[src/core/lcs_pkg.sv]
// shared constants, enumerations and carriers of the charge sequencer
package lcs_pkg;

	// ************************************************
	// clock and timing
	// ************************************************
	localparam longint unsigned CLK_HZ          = 64'd125_000_000; // core clock rate
	localparam longint unsigned QUAL_TIME_S     = 64'd1;           // qualification pause, s
	localparam longint unsigned SUPPLY_TIME_S   = 64'd1;           // supply settle time, s
	localparam longint unsigned CHECK_TIME_S    = 64'd1;           // end-of-charge pause, s
	localparam longint unsigned HOUR_TIME_S     = 64'd3600;        // conditioning / top-off, s
	localparam longint unsigned BLINK_FREQ_MHZ  = 64'd800;         // indicator pulse, mHz
	localparam longint unsigned QUAL_CYCLES     = QUAL_TIME_S * CLK_HZ;
	localparam longint unsigned SUPPLY_CYCLES   = SUPPLY_TIME_S * CLK_HZ;
	localparam longint unsigned CHECK_CYCLES    = CHECK_TIME_S * CLK_HZ;
	localparam longint unsigned HOUR_CYCLES     = HOUR_TIME_S * CLK_HZ;
	localparam longint unsigned BLINK_HALF_CYCLES = (CLK_HZ * 64'd1000) / (64'd2 * BLINK_FREQ_MHZ);
	localparam int              TIMER_W         = 40;              // holds one hour of cycles

	// ************************************************
	// reset values
	// ************************************************
	localparam logic SYNC_RST  = 1'b0; // synchroniser stages
	localparam logic GATE_RST  = 1'b0; // pass gate off
	localparam logic OE_N_RST  = 1'b1; // indicators released
	localparam logic BLINK_RST = 1'b1; // blink phase

	// ************************************************
	// types
	// ************************************************
	typedef enum logic [1:0] {VOUT_4V20, VOUT_4V10, VOUT_4V09, VOUT_3V84} lcs_vout_e;
	typedef enum logic [1:0] {ISENSE_50MV, ISENSE_500MV, ISENSE_900MV} lcs_isense_e;
	typedef enum logic [3:0] {
		ST_RESET, ST_STANDBY, ST_QUALIFY, ST_CONDITION, ST_COND_FAIL, ST_FAST,
		ST_CHECK, ST_DEFECT, ST_TOPOFF, ST_MONITOR, ST_FAULT
	} lcs_state_e;

	// digital control pins
	typedef struct packed {
		logic enable;          // pack present
		logic boost;           // current boost request
		logic voltage_select;  // high: 4.2 V family
		logic charge_pause_n;  // low halts charging
	} lcs_pins_s;

	// comparator flags from the analog loop
	typedef struct packed {
		logic supply_ok;        // supply above 3.4 V
		logic bat_le_2v50;      // battery at or below 2.5 V
		logic bat_ge_2v55;      // battery at or above 2.55 V
		logic gross_overcharge; // battery grossly overcharged
		logic bat_le_float;     // battery decayed to monitor target
		logic sense_le_40mv;    // sense voltage at or below 40 mV
		logic sense_gt_1v;      // sense voltage above 1 V
		logic rfv_gt_3v65;      // resistance-free voltage above 3.65 V
		logic over_voltage;     // battery above selected threshold
	} lcs_cmp_s;

endpackage

[src/core/lcs_sequencer.sv]
// charge sequencer top: state machine, timers, indicators and targets
//
// Summary of operation
// - stay in standby while enable and boost low
// - boost overrides; refused at low battery or paused
// - boost mode drives both indicators low
// - standby target 4.2V or 4.1V by select
// - standby: gate off, indicators released
// - enable: indicator low, one-second gate-off qualification
// - overcharged at qualification: gate off, both blink
// - below 2.55V: conditioning at 4.1V, 50mV
// - conditioning limit one hour, then first blinks
// - above 2.55V go fast; first low, second released
// - fast charge 0.5V sense limit, 4.2V or 4.1V target by select
// - at 40mV gate off one second, check
// - low resistance-free voltage: gate off, first blinks
// - good voltage: top-off, first released, second low
// - one hour top-off, then gate off, monitor
// - monitor float target; decay returns to fast
// - overvoltage or overcurrent in a charge cycle: gate off, both blink
// - fault left only when enable falls
// - pause input low forces gate off
// - overvoltage threshold 4.3V or 4.4V by select
// - reset until supply good one second
// - boost raises sense target to 0.9V
`timescale 1ns/1ps
module lcs_sequencer
	import lcs_pkg::*;
#(
	parameter logic [TIMER_W-1:0] P_QUAL_CYCLES   = TIMER_W'(QUAL_CYCLES),      // qualification
	parameter logic [TIMER_W-1:0] P_SUPPLY_CYCLES = TIMER_W'(SUPPLY_CYCLES),    // supply settle
	parameter logic [TIMER_W-1:0] P_CHECK_CYCLES  = TIMER_W'(CHECK_CYCLES),     // end-of-charge
	parameter logic [TIMER_W-1:0] P_HOUR_CYCLES   = TIMER_W'(HOUR_CYCLES),      // long intervals
	parameter logic [TIMER_W-1:0] P_BLINK_CYCLES  = TIMER_W'(BLINK_HALF_CYCLES) // half blink
) (
	input  wire logic        i_clock,                 // core clock, 125 MHz
	input  wire logic        i_arst_n,                // power-on reset, active low
	input  wire lcs_pins_s   i_pins,                  // digital control pins
	input  wire lcs_cmp_s    i_cmp,                   // comparator flags
	output logic             o_pass_gate_drive,       // pass gate enable
	output lcs_vout_e        o_vout_sel,              // output voltage target
	output lcs_isense_e      o_isense_sel,            // sense voltage target
	output logic             o_ov_high,               // high: 4.4 V threshold
	output logic             o_charge_indicator,      // open-drain level, always low
	output logic             o_charge_indicator_oe_n, // low while pulled down
	output logic             o_full_indicator,        // open-drain level, always low
	output logic             o_full_indicator_oe_n,   // low while pulled down
	output lcs_state_e       o_mode                   // current sequencer state
);
	// ************************************************
	// checks and synchronisers
	// ************************************************
	localparam int SYNC_W = $bits(lcs_pins_s) + $bits(lcs_cmp_s);

	if (P_QUAL_CYCLES == '0 || P_SUPPLY_CYCLES == '0 || P_CHECK_CYCLES == '0 ||
		P_HOUR_CYCLES == '0 || P_BLINK_CYCLES == '0) begin : g_chk
		$error("lcs_sequencer interval counts must be at least one");
	end

	lcs_pins_s pin_s; // synchronised pins
	lcs_cmp_s  cmp_s; // synchronised flags

	// every pin and comparator flag crosses two flops first
	lcs_sync #(.W(SYNC_W)) u_sync (
		.i_clock  (i_clock),
		.i_arst_n (i_arst_n),
		.i_async  ({i_pins, i_cmp}),
		.o_sync   ({pin_s, cmp_s})
	);

	// ************************************************
	// state and helpers
	// ************************************************
	lcs_state_e         state_q;      // sequencer state
	lcs_state_e         state_d;      // next state
	logic               boost_q;      // boost mode active
	logic               boost_d;      // next boost
	logic               paused_q;     // pause seen in this cycle of charge
	logic               paused_d;     // next pause memory
	logic               armed_q;      // supply timer loaded once
	logic               blink_q;      // 0.8 Hz phase, low pulls indicator
	logic [TIMER_W-1:0] blink_cnt_q;  // half-period counter
	logic               tmr_load;     // restart interval timer
	logic [TIMER_W-1:0] tmr_value;    // interval to load
	logic               tmr_run;      // interval timer advances
	logic               tmr_done;     // interval elapsed
	logic               fault_hit;    // protection trip
	logic               in_cycle;     // a charge cycle is under way
	logic               gate_on;      // pass gate wanted
	logic               chg_low;      // first indicator pulled
	logic               full_low;     // second indicator pulled
	lcs_vout_e          vout_d;       // next voltage target
	lcs_isense_e        isense_d;     // next sense target

	// states that belong to an enabled charge cycle
	function automatic logic is_cycle(input lcs_state_e st);
		is_cycle = (st == ST_QUALIFY) || (st == ST_CONDITION) || (st == ST_FAST) ||
			(st == ST_CHECK) || (st == ST_TOPOFF) || (st == ST_MONITOR);
	endfunction

	// indicator pull for a state: solid low or the blink phase
	function automatic logic pull(input logic solid, input logic blinking, input logic ph);
		pull = solid | (blinking & ~ph);
	endfunction

	assign in_cycle = is_cycle(state_q);
	// protection is watched only in charge-cycle states, not under boost outside them
	assign fault_hit = in_cycle && (cmp_s.over_voltage || cmp_s.sense_gt_1v);
	// pause memory: set wins over the standby clear
	assign paused_d = (in_cycle && !pin_s.charge_pause_n) ||
		(paused_q && state_q != ST_STANDBY);
	// boost may start in any state but reset and fault, except at a deep battery or after a pause
	// a protection trip in this very cycle must not let boost hold the gate on
	assign boost_d = pin_s.boost && !cmp_s.bat_le_2v50 && !paused_q && !fault_hit &&
		state_q != ST_RESET && state_q != ST_FAULT;
	// intervals freeze while paused or boosted; supply timer needs a good supply
	assign tmr_run = (state_q == ST_RESET) ? cmp_s.supply_ok :
		(pin_s.charge_pause_n && !boost_q);

	// ************************************************
	// next state
	// ************************************************
	// next-state and timer load decode
	always_comb begin
		state_d   = state_q;
		tmr_load  = 1'b0;
		tmr_value = P_HOUR_CYCLES;
		if (state_q == ST_RESET) begin
			// hold reset until the supply has been good one second
			if (!cmp_s.supply_ok || !armed_q) begin
				tmr_load  = 1'b1;
				tmr_value = P_SUPPLY_CYCLES;
			end else if (tmr_done) begin
				state_d = ST_STANDBY;
			end
		end else if (!pin_s.enable) begin
			state_d = ST_STANDBY;
		end else if (fault_hit) begin
			state_d = ST_FAULT;
		end else if (!boost_q && pin_s.charge_pause_n) begin
			// a pause holds the sequence: with no current the taper flag would lie
			case (state_q)
				ST_STANDBY: begin
					// pack present starts qualification
					state_d   = ST_QUALIFY;
					tmr_load  = 1'b1;
					tmr_value = P_QUAL_CYCLES;
				end
				ST_QUALIFY: begin
					if (tmr_done) begin
						if (cmp_s.gross_overcharge) begin
							state_d = ST_FAULT;
						end else if (cmp_s.bat_ge_2v55) begin
							state_d = ST_FAST;
						end else begin
							state_d  = ST_CONDITION;
							tmr_load = 1'b1;
						end
					end
				end
				ST_CONDITION: begin
					if (cmp_s.bat_ge_2v55) begin
						state_d = ST_FAST;
					end else if (tmr_done) begin
						state_d = ST_COND_FAIL;
					end
				end
				ST_FAST: begin
					// charge current tapered: pause and measure
					if (cmp_s.sense_le_40mv) begin
						state_d   = ST_CHECK;
						tmr_load  = 1'b1;
						tmr_value = P_CHECK_CYCLES;
					end
				end
				ST_CHECK: begin
					if (tmr_done) begin
						if (cmp_s.rfv_gt_3v65) begin
							state_d  = ST_TOPOFF;
							tmr_load = 1'b1;
						end else begin
							state_d = ST_DEFECT;
						end
					end
				end
				ST_TOPOFF: begin
					if (tmr_done) begin
						state_d = ST_MONITOR;
					end
				end
				ST_MONITOR: begin
					if (cmp_s.bat_le_float) begin
						state_d = ST_FAST;
					end
				end
				default: begin
					// fault and defect states wait for enable to fall
					state_d = state_q;
				end
			endcase
		end
	end

	lcs_timer #(.W(TIMER_W)) u_timer (
		.i_clock  (i_clock),
		.i_arst_n (i_arst_n),
		.i_load   (tmr_load),
		.i_value  (tmr_value),
		.i_run    (tmr_run),
		.o_done   (tmr_done)
	);

	// ************************************************
	// output decode
	// ************************************************
	// gate on only in charging states or under boost, forced off by a pause
	assign gate_on = pin_s.charge_pause_n && (boost_d || state_d == ST_CONDITION ||
		state_d == ST_FAST || state_d == ST_TOPOFF);
	// first indicator: solid while charging, blinks on every defect
	assign chg_low = boost_d || pull(state_d == ST_QUALIFY || state_d == ST_CONDITION ||
		state_d == ST_FAST || state_d == ST_CHECK,
		state_d == ST_COND_FAIL || state_d == ST_DEFECT || state_d == ST_FAULT,
		blink_q);
	// second indicator: battery full, or blinking on a fault
	assign full_low = boost_d || pull(state_d == ST_TOPOFF || state_d == ST_MONITOR,
		state_d == ST_FAULT, blink_q);
	// voltage target by mode and select
	assign vout_d = (state_d == ST_CONDITION) ? VOUT_4V10 :
		(state_d == ST_MONITOR) ? (pin_s.voltage_select ? VOUT_4V09 : VOUT_3V84) :
		(pin_s.voltage_select ? VOUT_4V20 : VOUT_4V10);
	// sense target: boost beats conditioning beats fast
	assign isense_d = boost_d ? ISENSE_900MV :
		(state_d == ST_CONDITION) ? ISENSE_50MV : ISENSE_500MV;

	// ************************************************
	// registers
	// ************************************************
	// sequencer state and mode memories
	always_ff @(posedge i_clock or negedge i_arst_n) begin
		if (!i_arst_n) begin
			state_q  <= ST_RESET;
			boost_q  <= 1'b0;
			paused_q <= 1'b0;
			armed_q  <= 1'b0;
		end else begin
			state_q  <= state_d;
			boost_q  <= boost_d;
			paused_q <= paused_d;
			armed_q  <= 1'b1;
		end
	end

	// free-running blink, so every blinking indicator shares one phase
	always_ff @(posedge i_clock or negedge i_arst_n) begin
		if (!i_arst_n) begin
			blink_cnt_q <= '0;
			blink_q     <= BLINK_RST;
		end else if (blink_cnt_q == P_BLINK_CYCLES - TIMER_W'(1)) begin
			blink_cnt_q <= '0;
			blink_q     <= ~blink_q;
		end else begin
			blink_cnt_q <= blink_cnt_q + TIMER_W'(1);
		end
	end

	// registered outputs, aligned with state_q
	always_ff @(posedge i_clock or negedge i_arst_n) begin
		if (!i_arst_n) begin
			o_pass_gate_drive       <= GATE_RST;
			o_vout_sel              <= VOUT_4V20;
			o_isense_sel            <= ISENSE_500MV;
			o_ov_high               <= 1'b0;
			o_charge_indicator      <= 1'b0;
			o_charge_indicator_oe_n <= OE_N_RST;
			o_full_indicator        <= 1'b0;
			o_full_indicator_oe_n   <= OE_N_RST;
			o_mode                  <= ST_RESET;
		end else begin
			o_pass_gate_drive       <= gate_on;
			o_vout_sel              <= vout_d;
			o_isense_sel            <= isense_d;
			o_ov_high               <= pin_s.voltage_select;
			o_charge_indicator      <= 1'b0;
			o_charge_indicator_oe_n <= ~chg_low;
			o_full_indicator        <= 1'b0;
			o_full_indicator_oe_n   <= ~full_low;
			o_mode                  <= state_d;
		end
	end

	// ************************************************
	// assertions
	// ************************************************
	standby_hold_a: assert property (
		@(posedge i_clock) disable iff (!i_arst_n)
		(state_q == ST_STANDBY && !pin_s.enable) |=> (state_q == ST_STANDBY)
	) else $error("standby left while enable low");

	boost_refuse_a: assert property (
		@(posedge i_clock) disable iff (!i_arst_n)
		(cmp_s.bat_le_2v50 || paused_q) |=> !boost_q
	) else $error("boost taken while refused");

	boost_leds_a: assert property (
		@(posedge i_clock) disable iff (!i_arst_n)
		boost_q |-> (!o_charge_indicator_oe_n && !o_full_indicator_oe_n)
	) else $error("indicators not low in boost");

	standby_vout_a: assert property (
		@(posedge i_clock) disable iff (!i_arst_n)
		(o_mode == ST_STANDBY) |->
		o_vout_sel == ($past(pin_s.voltage_select) ? VOUT_4V20 : VOUT_4V10)
	) else $error("wrong standby voltage target");

	standby_off_a: assert property (
		@(posedge i_clock) disable iff (!i_arst_n)
		(state_q == ST_STANDBY && !boost_q) |->
		(!o_pass_gate_drive && o_charge_indicator_oe_n && o_full_indicator_oe_n)
	) else $error("standby not idle");

	qualify_out_a: assert property (
		@(posedge i_clock) disable iff (!i_arst_n)
		(state_q == ST_QUALIFY && !boost_q) |-> (!o_pass_gate_drive && !o_charge_indicator_oe_n)
	) else $error("qualification outputs wrong");

	fault_entry_a: assert property (
		@(posedge i_clock) disable iff (!i_arst_n)
		(fault_hit && pin_s.enable) |=>
		(state_q == ST_FAULT && !o_pass_gate_drive) ##1 !o_pass_gate_drive
	) else $error("protection trip not taken");

	fault_stay_a: assert property (
		@(posedge i_clock) disable iff (!i_arst_n)
		(state_q == ST_FAULT && pin_s.enable) |=> (state_q == ST_FAULT)
	) else $error("fault left with enable high");

	pause_gate_a: assert property (
		@(posedge i_clock) disable iff (!i_arst_n)
		!pin_s.charge_pause_n |=> !o_pass_gate_drive
	) else $error("gate on while paused");

	reset_gate_a: assert property (
		@(posedge i_clock) disable iff (!i_arst_n)
		(state_q == ST_RESET) |-> (!o_pass_gate_drive && !boost_q)
	) else $error("gate on during reset state");

	boost_target_a: assert property (
		@(posedge i_clock) disable iff (!i_arst_n)
		boost_q |-> (o_isense_sel == ISENSE_900MV)
	) else $error("boost sense target wrong");
endmodule

[src/core/lcs_sync.sv]
// two flip-flop synchroniser for a bundle of asynchronous levels
`timescale 1ns/1ps
module lcs_sync
	import lcs_pkg::*;
#(
	parameter int W = 1 // number of levels
) (
	input  wire logic         i_clock,   // core clock
	input  wire logic         i_arst_n,  // async reset, active low
	input  wire logic [W-1:0] i_async,   // levels from pins
	output logic      [W-1:0] o_sync     // levels safe to use
);
	// ************************************************
	// two stages
	// ************************************************
	logic [W-1:0] meta_q; // first stage, read only by the second

	if (W < 1) begin : g_chk
		$error("lcs_sync needs at least one bit");
	end

	// stage one feeds stage two and nothing else
	always_ff @(posedge i_clock or negedge i_arst_n) begin
		if (!i_arst_n) begin
			meta_q <= {W{SYNC_RST}};
			o_sync <= {W{SYNC_RST}};
		end else begin
			meta_q <= i_async;
			o_sync <= meta_q;
		end
	end
endmodule

[src/core/lcs_timer.sv]
// loadable down counter for the long sequencing intervals
`timescale 1ns/1ps
module lcs_timer
	import lcs_pkg::*;
#(
	parameter int W = TIMER_W // counter width
) (
	input  wire logic         i_clock,  // core clock
	input  wire logic         i_arst_n, // async reset, active low
	input  wire logic         i_load,   // restart with i_value
	input  wire logic [W-1:0] i_value,  // cycles to run
	input  wire logic         i_run,    // count this cycle
	output logic              o_done    // interval elapsed
);
	// ************************************************
	// counter
	// ************************************************
	logic [W-1:0] count_q; // cycles left
	logic [W-1:0] count_d; // next count

	if (W < 2) begin : g_chk
		$error("lcs_timer width too small");
	end

	// load wins over counting; stalled runs simply freeze the interval
	assign count_d = i_load ? i_value :
		(i_run && count_q != '0) ? count_q - W'(1) : count_q;
	assign o_done  = (count_q == '0);

	// counter register
	always_ff @(posedge i_clock or negedge i_arst_n) begin
		if (!i_arst_n) begin
			count_q <= '0;
		end else begin
			count_q <= count_d;
		end
	end
endmodule

[config.mk]
export PLATFORM = sky130hd
export DESIGN_NAME = lcs_sequencer
export DESIGN_NICKNAME = d
export VERILOG_FILES = /design/src/core/lcs_pkg.sv /design/src/core/lcs_sequencer.sv /design/src/core/lcs_sync.sv /design/src/core/lcs_timer.sv
export SDC_FILE = /design/constraint.sdc
export NUM_CORES = 1
export LEC_CHECK = 0
export BUFFER_PORTS_ARGS = -buffer_cell sky130_fd_sc_hd__buf_2
export CAP_MARGIN = 10
export CORE_MARGIN = 2
export CORE_UTILIZATION = 46
export CTS_CLUSTER_SIZE = 40
export DETAILED_ROUTE_END_ITERATION = 6
export GPL_ROUTABILITY_DRIVEN = 1
export PLACE_DENSITY = 0.61
export SYNTH_ARGS = -nofsm -noshare
export SYNTH_HDL_FRONTEND = slang
export SYNTH_HIERARCHICAL = 1
export SYNTH_SLANG_ARGS = --single-unit
[constraint.sdc]
create_clock -name i_clock -period 11.3 [get_ports i_clock]
set_clock_uncertainty 0.05 [all_clocks]
set_input_delay 0 -clock i_clock [delete_from_list [all_inputs] [get_ports i_clock]]
set_output_delay 0 -clock i_clock [all_outputs]
set_load 0.02 [all_outputs]
==> impl_metrics.csv, run 1 <==
group,metric,value,unit
die,die_w,121,microns
routing,via_per_inst,5.64,
job,maxCapViolations,0,
clock_tree,htreeDepth,4,
worst_setup_path,rr_worst_depth,13,
routing,drt_first_pass_iters,4,
clock_tree,cts_tree,"yes",
placed_design,place_congestion,0.883,
die,fp.dieH,121,microns
grt,grt_usage,0.202,
grt,groute.layer.met2.usage,0.309,
cells_and_area,final_common_cell,"dfrtp_1",
synthesis,synth_top_area_frac,0.465,
grt,grt_max_degree,80,
clock_tree,cts-buffers-inserted,17,
clock_tree,holdBufCountCts,14,
status,outcome,"completed",
synthesis,synth_area_leader_cell,"dfrtp_1",
clock_tree,post-cts-setup-buffers,0,
power_and_ir_drop,irDropWorstVdd,97.5,uV
worst_setup_path,startpoint_type,"flip-flop",
cells_and_area,fin_area,0.00736,sq mm
grt,grt_overflow,0,
routing,ant_nets,0,
grt,met3_usage,0.0540,
worst_setup_path,cp_data_required_time,11.54,ns
grt,top_usage_layer,"met2",
die,dieArea,0.0146,sq mm
sta,period_share,0.401,
worst_setup_path,crit_chain,"inv_1 > ha_1 > or3b_2 > or4_1 > or4_4 > clkinv_4 > nand3b_1 > o41ai_2 > buf_4 > clkinv_1 > buf_4 > o211ai_1 > nand3_1",
sta,rsz0062_at_grt,"false",
worst_setup_path,cp_num_cells,13,
synthesis,synth_edf_count,0,
synthesis,synth_area_leaders,"dfrtp_1, nor2_1, nand3_1, a31oi_1, or4_1",
synthesis,synth_cell_types,67,
synthesis,synthesis.area,0.00629,sq mm
worst_setup_path,slowest_stage,"or4_4",
power_and_ir_drop,p_leak,3.06,nW
worst_setup_path,critPathMaxStageDelay,0.59,ns
clock_tree,cts_resized,0,
die,start_util,0.473,
die,core_area,0.0133,sq mm
placed_design,dpl.hpwl,8950,microns
placed_design,place_area,0.00663,sq mm
routing,drtIter0Drc,438,
sta,worst_slew_pin_slew,1.07,ns
sta,hold_violations,0,
placed_design,place_ws,6.82,ns
synthesis,async_flop_share,1.00,
cells_and_area,final_cell_mix,"dfrtp_1, nor2_1, nand3_1",
worst_setup_path,cp-end-kind,"flip-flop",
routing,num_vias,5115,
power_and_ir_drop,power_density,144,mW/mm^2
cells_and_area,fin_nets,736,
grt,grt_pass1_vias,4916,
worst_setup_path,crit_family,"simple AND/OR/NAND/NOR gates",
clock_tree,insertion_delay,0.41,ns
routing,wl_per_cell,15.1,microns
synthesis,synth_top_flop_cell,"dfrtp_1",
routing,drt-total-wl,13700,microns
sta,setup_tns,0,ns
synthesis,yosys_warnings,6,
sta,period_minus_slack,4.53,ns
synthesis,seq_area_frac_synth,0.482,
grt,grt_util_met1,0.283,
cells_and_area,insertedDiodeCount,0,
clock_tree,cts_sinks,121,
worst_setup_path,critPathKind,"reg2reg",
synthesis,synth_seq_cells,121,
grt,antenna_found_initial,0,
clock_tree,root_buffer,"clkbuf_16",
worst_setup_path,path_common_cell,"buf_4",
worst_setup_path,critPathArrivalTime,4.77,ns
sta,slew_viol_final,0,
clock_tree,cts_buffer_depth,2,
min_path,hp-class,"in2async",
die,rows,42,
placed_design,port_buffers,26,
cells_and_area,drive_above_1_share,0.126,
sta,setup_viol,0,
clock_tree,clkTransAtPathRegs,0.06,ns
sta,fmax,0.221,GHz
grt,grt_pass1_wl,23600,microns
sta,fin_ws,6.77,ns
sta,slew_headroom,0.266,
routing,drcViolationCount,0,
cells_and_area,syn_to_final_growth,17.1,%
die,io_pins,29,
synthesis,syn_inst,656,
worst_setup_path,path_buf_inv,5,
synthesis,syn_area_per_cell,9.59,sq um
worst_setup_path,cp_max_fo,47,
cells_and_area,final_util,0.554,
-- synthesized netlist by cell type, drive strengths merged (2+ instances only) --
cell,number
a2111o,2
a2111oi,6
a211oi,4
a21o,3
a21oi,7
a31oi,33
and2,4
and3,8
and4,4
and4b,2
buf,16
clkbuf,15
conb,2
dfrtp,117
dfstp,4
ha,3
inv,16
mux2,2
mux2i,2
nand2,45
nand2b,9
nand3,51
nand3b,6
nand4,13
nand4b,8
nor2,75
nor2b,4
nor3,13
nor4,15
nor4b,6
nor4bb,2
o211ai,11
o21ai,29
o31ai,6
o41ai,3
or2,7
or3,24
or3b,2
or4,26
or4b,2
xnor2,18
xor2,20
-- cell families after synthesis --
family                   Yosys count  share of synthesized area
buffers and inverters             48                     0.0394
multiplexers                       4                    0.00676
AO/OA/AOI/OAI                    113                      0.122
adder cells (fa/ha/maj)            3                    0.00597
flip-flops                       121                      0.482
other                              2                    0.00119
AND/OR/NAND/NOR                  327                      0.290
XOR/XNOR                          38                     0.0529
-- state kept, by name (all words and copies together) (netlist names), 2 cells and up --
signal / flops
u_timer/count_q: 40
o_vout_sel: 2
u_sync/o_sync: 13
u_sync/meta_q: 13
o_mode: 4
blink_cnt_q: 40
-- power by group --
part	switching, W	internal, W
clock	0.000204	0.000331
sequential	0.0000175	0.000451
combinational	0.0000361	0.0000225
-- worst paths after layout --
path | start | end | slack [ns]
worst max register to register | u_timer/count_q[0]$_DFFE_PN0P_ | u_timer/count_q[9]$_DFFE_PN0P_ | 6.77
worst min register to register | u_sync/meta_q[1]$_DFF_PN0_ | u_sync/o_sync[1]$_DFF_PN0_ | 0.30
worst max-delay path | u_timer/count_q[0]$_DFFE_PN0P_ | u_timer/count_q[9]$_DFFE_PN0P_ | 6.77
worst min-delay path | i_arst_n | u_timer/count_q[29]$_DFFE_PN0P_ | 0.05
max in group asynchronous | i_arst_n | blink_cnt_q[21]$_DFF_PN0_ | 9.77
min in group i_clock | i_cmp[4] | u_sync/meta_q[4]$_DFF_PN0_ | 0.19
-- worst register-to-register path, delay by kind of cell (launching register included) --
kind | cells | cell delay [ns]
flops | 1 | 0.38
fa+ha+maj | 1 | 0.19
compound gates | 2 | 0.46
buf+inv | 5 | 1.65
simple gates | 5 | 1.70
-- stage by stage --
| stage | total power (W) | cells | hold WS (ns) |
|---|---|---|---|
| final | 0.00106 | 907 | 0.0462 |
| after global routing | 0.00110 | 907 | 0.107 |
| after CTS | 0.00107 | 906 | 0.0574 |
| after detailed placement | 0.000531 | 860 | -0.0370 |
| after global placement | 0.000528 | 860 | -0.0407 |
| after floorplan | 0.000506 | 683 | -0.346 |
-- per-layer routing --
layer / vias to the layer above / wire length [microns]
met5: - / 0
met4: 0 / 128
met3: 14 / 570
met2: 103 / 6360
met1: 2461 / 6660
li1: 2537 / -
-- area by class of cell --
class                           count  area [sq um]
Clock buffer                       18           439
Clock inverter                     14           148
Fill cell                        1179          5930
Inverter                           17          68.8
Multi-Input combinational cell    514          3130
Sequential cell                   121          3030
Tap cell                          176           220
Timing Repair Buffer               47           330
Note: power is estimated with default switching activity, not from simulation.
==> inputs of run 2 (changes only) <==
--- a/config.mk
+++ b/config.mk
@@ -5,6 +5,7 @@
 export SDC_FILE = /design/constraint.sdc
 export NUM_CORES = 1
 export LEC_CHECK = 0
+export ABC_AREA = 1
 export BUFFER_PORTS_ARGS = -buffer_cell sky130_fd_sc_hd__buf_2
 export CAP_MARGIN = 10
 export CORE_MARGIN = 2
@@ -12,7 +13,7 @@
 export CTS_CLUSTER_SIZE = 40
 export DETAILED_ROUTE_END_ITERATION = 6
 export GPL_ROUTABILITY_DRIVEN = 1
-export PLACE_DENSITY = 0.61
+export PLACE_DENSITY = 0.63
 export SYNTH_ARGS = -nofsm -noshare
 export SYNTH_HDL_FRONTEND = slang
 export SYNTH_HIERARCHICAL = 1
==> constraint.sdc (replaced) <==
create_clock -name i_clock -period 4.1 [get_ports i_clock]
set_clock_uncertainty 0.05 [all_clocks]
set_input_delay 0 -clock i_clock [delete_from_list [all_inputs] [get_ports i_clock]]
set_output_delay 0 -clock i_clock [all_outputs]
set_load 0.02 [all_outputs]
==> run 2 against run 1 <==
Compared with the run above:
- sequential cell count is the same
- cell count increased by 49%
- critical path type unchanged
- critical path depth is 4 higher
- largest cell class unchanged
- sequential power grew to 2.8 times the previous value
- non-clock buffer count increased by 2
- highest routed layer unchanged
- critical endpoint is now u_timer/count_q[35]$_DFFE_PN0P_
- global-route usage is 2.4 points higher
- die area grew 17%
- count of clock-buffer cells in the layout stayed put
==> impl_metrics.csv, run 2 <==
group,metric,value,unit
sta,slew_headroom,0.418,
clock_tree,cts-buffers-inserted,17,
worst_setup_path,critPathArrivalTime,3.70,ns
min_path,hp-class,"in2async",
sta,rsz0062_at_grt,"false",
routing,drcViolationCount,0,
placed_design,dpl.hpwl,13000,microns
synthesis,synth_edf_count,0,
worst_setup_path,cp_data_required_time,4.36,ns
grt,grt_usage,0.226,
synthesis,yosys_warnings,6,
grt,grt_max_degree,49,
clock_tree,cts_sinks,121,
sta,hold_violations,0,
routing,drt-total-wl,17900,microns
cells_and_area,largest_registers,"blink_cnt_q: 40 flops, u_timer/count_q: 40 flops",
die,start_util,0.469,
die,rows,46,
synthesis,seq_area_frac_synth,0.410,
routing,ant_nets,0,
die,fp.dieH,131,microns
synthesis,synthesis.area,0.00739,sq mm
routing,via_per_inst,4.93,
placed_design,place_area,0.00784,sq mm
sta,slew_viol_final,0,
grt,grt_pass1_vias,6211,
synthesis,synth_area_leaders,"dfrtp_1, nand2_1, nor2_1, inv_1, nand3_1",
sta,worst_slew_pin_slew,0.870,ns
synthesis,synth_common_cells,"nand2_1, nor2_1, inv_1",
worst_setup_path,startpoint_type,"flip-flop",
routing,wl_per_cell,13.3,microns
cells_and_area,final_common_cell,"nand2_1",
clock_tree,root_buffer,"clkbuf_16",
synthesis,synth_area_leader_cell,"dfrtp_1",
synthesis,synth_cell_types,45,
die,io_pins,29,
clock_tree,insertion_delay,0.42,ns
synthesis,post-synth-top-count-cell,"nand2_1",
synthesis,synth_top_area_frac,0.396,
synthesis,async_flop_share,1.00,
grt,antenna_found_initial,0,
synthesis,synth_top_flop_cell,"dfrtp_1",
synthesis,syn_inst,1046,
cells_and_area,fin_area,0.00855,sq mm
clock_tree,cts_tree,"yes",
placed_design,place_congestion,0.909,
grt,grt_overflow,0,
sta,period_minus_slack,3.45,ns
cells_and_area,multi_input_area,0.00378,sq mm
cells_and_area,final_cell_mix,"nand2_1, nor2_1, inv_1",
placed_design,port_buffers,26,
power_and_ir_drop,power_density,356,mW/mm^2
clock_tree,cts_resized,0,
cells_and_area,seqCellArea,0.00303,sq mm
worst_setup_path,cp-end-kind,"flip-flop",
routing,num_vias,6647,
die,die_w,131,microns
worst_setup_path,crit_family,"simple AND/OR/NAND/NOR gates",
worst_setup_path,slowest_stage,"dfrtp_1",
job,maxCapViolations,0,
die,dieArea,0.0171,sq mm
clock_tree,clkTransAtPathRegs,0.06,ns
worst_setup_path,crit_chain,"inv_1 > ha_1 > nand3_1 > or2_2 > nor4_2 > buf_4 > nand2_1 > inv_1 > nand2_1 > a211oi_1 > nand3_1 > nand2_1 > clkinv_1 > buf_4 > or2_2 > nand3_1 > nand2_1",
placed_design,dp_cells,1303,
clock_tree,htreeDepth,4,
worst_setup_path,critPathKind,"reg2reg",
synthesis,syn_area_per_cell,7.07,sq um
clock_tree,cts_buffer_depth,2,
cells_and_area,drive_above_1_share,0.135,
worst_setup_path,path_common_cell,"nand2_1",
cells_and_area,final_cells,1349,
cells_and_area,insertedDiodeCount,0,
power_and_ir_drop,p_leak,4.26,nW
die,core_area,0.0158,sq mm
synthesis,synth_seq_cells,121,
power_and_ir_drop,irDropWorstVdd,314,uV
grt,grt_pass1_wl,30200,microns
status,outcome,"completed",
cells_and_area,nFillCells,1549,
worst_setup_path,cp_max_fo,34,
sta,period_share,0.840,
worst_setup_path,critPathMaxStageDelay,0.38,ns
routing,drtIter0Drc,343,
sta,setup_viol,0,
cells_and_area,fin_nets,1138,
sta,setup_tns,0,ns
worst_setup_path,path_buf_inv,5,
cells_and_area,syn_to_final_growth,15.7,%
sta,fmax,0.290,GHz
routing,drt_first_pass_iters,4,
run 2: where the power goes:
group	internal, W	switching (W)	leakage [nW]
logic	0.0000959	0.000192	2.47
registers	0.00125	0.0000572	1.52
clock network	0.000849	0.000597	0.279
total	0.00219	0.000846	4.26
run 2: layer usage:
layer / track usage / up-vias / part of all wire
li1: - / 3444 / -
met5: 0 / - / 0
met4: 0.0651 / 0 / 0.017
met3: 0.0554 / 25 / 0.039
met1: 0.298 / 3059 / 0.47
met2: 0.372 / 119 / 0.47
run 2: kinds of logic after synthesis:
kind of cell | count (synthesis) | share of synthesized area
flops | 121 | 0.410
other cells | 2 | 0.00102
fa+ha+maj | 3 | 0.00508
xor+xnor | 28 | 0.0332
buf+inv | 169 | 0.0922
compound gates | 84 | 0.0650
simple gates | 639 | 0.393
run 2: final cells by class:
| class | count | area share |
|---|---|---|
| clock buffer | 18 | 0.0502 |
| multi-input combinational | 783 | 0.443 |
| clock inverter | 14 | 0.0161 |
| tap | 216 | 0.0316 |
| inverter | 148 | 0.0650 |
| sequential | 121 | 0.355 |
| timing repair buffer | 49 | 0.0398 |
run 2: final timing paths:
path,start,to,slack (ns),cells after the start
min in group i_clock,i_cmp[7],u_sync/meta_q[7]$_DFF_PN0_,0.17,2
max in group asynchronous,i_arst_n,o_full_indicator_oe_n$_DFF_PN1_,2.96,3
max,u_timer/count_q[0]$_DFFE_PN0P_,u_timer/count_q[35]$_DFFE_PN0P_,0.65,17
min reg2reg,u_sync/meta_q[12]$_DFF_PN0_,u_sync/o_sync[12]$_DFF_PN0_,0.30,0
max reg2reg,u_timer/count_q[0]$_DFFE_PN0P_,u_timer/count_q[35]$_DFFE_PN0P_,0.65,17
min,i_arst_n,u_sync/meta_q[5]$_DFF_PN0_,0.08,2
run 2: worst register-to-register path, cell delays in order, from the launching register on:
cell and delay [ns]:
dfrtp_1 0.38, inv_1 0.15, ha_1 0.18, nand3_1 0.11, or2_2 0.31, nor4_2 0.26, buf_4 0.23, nand2_1 0.08
inv_1 0.08, nand2_1 0.07, a211oi_1 0.26, nand3_1 0.09, nand2_1 0.22, clkinv_1 0.14, buf_4 0.27, or2_2 0.32
nand3_1 0.08, nand2_1 0.05
run 2: repair_timing:
item,CTS,global route
setup endpoints to repair,0,0
buffers inserted,0,0
hold buffers,14,0
hold endpoints to repair,59,0
run 2: through the flow:
stage                     hold WS (ns)  setup slack, ns  power [W]   util
after global placement         0.00766            0.812    0.00160  0.497
final                           0.0791            0.654    0.00304  0.542
after global routing             0.147            0.330    0.00319  0.542
after CTS                        0.112            0.655    0.00307  0.542
after detailed placement        0.0165            0.689    0.00160  0.497
after floorplan                 -0.346             1.26    0.00151      -
==> inputs of run 3 (changes only) <==
--- a/config.mk
+++ b/config.mk
@@ -5,7 +5,7 @@
 export SDC_FILE = /design/constraint.sdc
 export NUM_CORES = 1
 export LEC_CHECK = 0
-export ABC_AREA = 1
+export ABC_AREA = 0
 export BUFFER_PORTS_ARGS = -buffer_cell sky130_fd_sc_hd__buf_2
 export CAP_MARGIN = 10
 export CORE_MARGIN = 2
@@ -13,7 +13,7 @@
 export CTS_CLUSTER_SIZE = 40
 export DETAILED_ROUTE_END_ITERATION = 6
 export GPL_ROUTABILITY_DRIVEN = 1
-export PLACE_DENSITY = 0.63
+export PLACE_DENSITY = 0.61
 export SYNTH_ARGS = -nofsm -noshare
 export SYNTH_HDL_FRONTEND = slang
 export SYNTH_HIERARCHICAL = 1
==> constraint.sdc (replaced) <==
create_clock -name i_clock -period 3.3 [get_ports i_clock]
set_clock_uncertainty 0.05 [all_clocks]
set_input_delay 0 -clock i_clock [delete_from_list [all_inputs] [get_ports i_clock]]
set_output_delay 0 -clock i_clock [all_outputs]
set_load 0.02 [all_outputs]
==> run 3 against run 2 <==
Compared with the run above:
- the run now ends with negative setup slack left
- fmax down 2.8%
- setup slack worse by 0.90 ns
- sequential cell count unchanged
- power up 26%
- sequential share of layout area up 1.9 points
- worst hold slack better by 0.094 ns
- cell count down 28%
- sequential power up 21%
- register-to-register slack worse by 0.90 ns
- non-clock buffer count up 63
==> impl_metrics.csv, run 3 (synthesis gave the netlist of run 1 again) <==
group,metric,value,unit
clock_tree,htreeDepth,4,
routing,drtIter0Drc,435,
routing,ant_nets,0,
routing,drt-total-wl,15600,microns
placed_design,place_area,0.00713,sq mm
cells_and_area,nFillCells,1100,
cells_and_area,final_cell_mix,"dfrtp_1, nor2_1, buf_4",
sta,slew_headroom,0.430,
placed_design,place_ws,-0.256,ns
clock_tree,cts_buffer_depth,2,
clock_tree,cts_sinks,121,
cells_and_area,largest_registers,"blink_cnt_q: 40 flops, u_timer/count_q: 40 flops",
cells_and_area,fin_nets,801,
routing,via_per_inst,5.61,
sta,period_share,1.07,
cells_and_area,final_util,0.611,
cells_and_area,final_common_cell,"dfrtp_1",
grt,grt_overflow,0,
worst_setup_path,critPathKind,"reg2reg",
die,io_pins,29,
power_and_ir_drop,fin_total_pwr,0.00383,W
sta,worst_slew_pin_slew,0.855,ns
clock_tree,root_buffer,"clkbuf_16",
worst_setup_path,startpoint_type,"flip-flop",
sta,fmax,0.282,GHz
worst_setup_path,r2r-end,"o_pass_gate_drive$_DFF_PN0_",
placed_design,dp_cells,919,
worst_setup_path,ff2ff_setup_slack,-0.25,ns
power_and_ir_drop,power_density,472,mW/mm^2
cells_and_area,insertedDiodeCount,0,
power_and_ir_drop,clkPwrFrac,0.509,
sta,hold_violations,0,
cells_and_area,final_cells,972,
status,violations,"negative setup slack",
cells_and_area,seqCellArea,0.00303,sq mm
die,core_area,0.0133,sq mm
worst_setup_path,rr_worst_depth,12,
worst_setup_path,cp_max_fo,7,
power_and_ir_drop,p_leak,3.45,nW
clock_tree,cts-buffers-inserted,17,
power_and_ir_drop,seqPwrFrac,0.415,
placed_design,dpl.hpwl,10000,microns
power_and_ir_drop,p_sw,0.000929,W
die,fp.dieH,121,microns
grt,groute.layer.met2.usage,0.367,
die,dieArea,0.0146,sq mm
cells_and_area,drive_above_1_share,0.230,
clock_tree,cts_tree,"yes",
sta,period_minus_slack,3.55,ns
grt,top_usage_layer,"met2",
worst_setup_path,cp-end-kind,"flip-flop",
grt,grt_pass1_vias,5374,
min_path,hp-class,"in2async",
routing,wl_per_cell,16.0,microns
power_and_ir_drop,irDropWorstVdd,349,uV
routing,drcViolationCount,0,
sta,fin_ws,-0.246,ns
die,start_util,0.473,
power_and_ir_drop,intPower,0.00290,W
cells_and_area,multi_input_area,0.00327,sq mm
grt,grt_util_met1,0.286,
clock_tree,insertion_delay,0.42,ns
grt,grt_max_degree,65,
job,maxCapViolations,0,
worst_setup_path,critPathArrivalTime,3.84,ns
power_and_ir_drop,switching_share,0.243,
cells_and_area,syn_to_final_growth,29.1,%
status,outcome,"complete, but fails checks",
grt,met3_usage,0.0470,
routing,num_vias,5454,
cells_and_area,fin_area,0.00812,sq mm
grt,antenna_found_initial,0,
grt,grt_usage,0.221,
placed_design,place_congestion,0.898,
routing,drt_first_pass_iters,5,
sta,setup_viol,5,
die,die_w,121,microns
sta,slew_viol_final,0,
die,rows,42,
grt,grt_pass1_wl,25500,microns
power_and_ir_drop,comb_power_share,0.077,
worst_setup_path,r2r-start,"u_timer/count_q[1]$_DFFE_PN0P_",
worst_setup_path,cp_data_required_time,3.60,ns
sta,rsz0062_at_grt,"true",
placed_design,port_buffers,26,
clock_tree,clkTransAtPathRegs,0.06,ns
run 3: changes by cell type in the layout (fill, tap and decap cells not counted), sizes merged, moves of 24 or more:
cell   before  now
or4         0   26
nand3      95   51
nand2     315   45
or3         0   24
inv       154   21
nor2      161   75
buf        35   96
a31oi       3   33
run 3: area by class of cell:
| class | instances | area share |
|---|---|---|
| flip-flops and latches | 121 | 0.374 |
| inverters | 17 | 0.00940 |
| repair buffers | 112 | 0.110 |
| well taps | 176 | 0.0271 |
| clock buffers | 18 | 0.0541 |
| multi-input cells | 514 | 0.403 |
| clock inverters | 14 | 0.0228 |
run 3: routing by layer:
layer / share of wire / vias up
met5: 0 / -
met4: 0.014 / 0
met3: 0.034 / 22
met2: 0.50 / 101
met1: 0.45 / 2669
li1: - / 2662
run 3: stage by stage:
stage	hold slack [ns]	setup TNS, ns
global placement	0.0574	-0.471
floorplan	-0.346	-3.05
detailed placement	0.0593	-0.635
CTS	0.161	-0.517
global route	0.166	-1.57
finish	0.173	-0.595
run 3: repair_timing:
action / in CTS / in global routing
gates resized for setup: 10 / 19
pin swaps: 9 / 8
endpoints found under the setup margin: 6 / 42
hold buffers: 14 / 0
hold endpoints to repair: 74 / 0
buffers inserted: 2 / 3
cloned: 0 / 2
run 3: worst max-delay path by stage:
stage / start / to / slack [ns] / cells past startpoint
after floorplan: u_timer/count_q[0]$_DFFE_PN0P_ / o_pass_gate_drive$_DFF_PN0_ / -0.41 / 16
after global placement: u_timer/count_q[1]$_DFFE_PN0P_ / o_pass_gate_drive$_DFF_PN0_ / -0.20 / 13
after detailed placement: u_timer/count_q[1]$_DFFE_PN0P_ / o_pass_gate_drive$_DFF_PN0_ / -0.26 / 13
after CTS: u_timer/count_q[1]$_DFFE_PN0P_ / o_pass_gate_drive$_DFF_PN0_ / -0.24 / 13
after global routing: u_timer/count_q[1]$_DFFE_PN0P_ / o_pass_gate_drive$_DFF_PN0_ / -0.35 / 14
final: u_timer/count_q[1]$_DFFE_PN0P_ / o_pass_gate_drive$_DFF_PN0_ / -0.25 / 12
run 3: critical path, cell delays in order (launching register included):
cell and delay [ns]:
dfrtp_1 0.39, inv_2 0.08, ha_4 0.13, or3b_4 0.35
or4_4 0.42, or4_4 0.52, clkinv_4 0.09, nor4bb_4 0.22
a2111oi_0 0.12, a31oi_1 0.21, a31oi_2 0.15, or4_4 0.57
a31oi_4 0.17
run 3: power by group through the flow:
stage,clock network (W),logic (W),registers [W]
after floorplan,0,0.000131,0.00161
after global placement,0,0.000257,0.00161
after detailed placement,0,0.000265,0.00161
after CTS,0.00198,0.000284,0.00159
after global routing,0.00207,0.000330,0.00160
final,0.00195,0.000294,0.00159
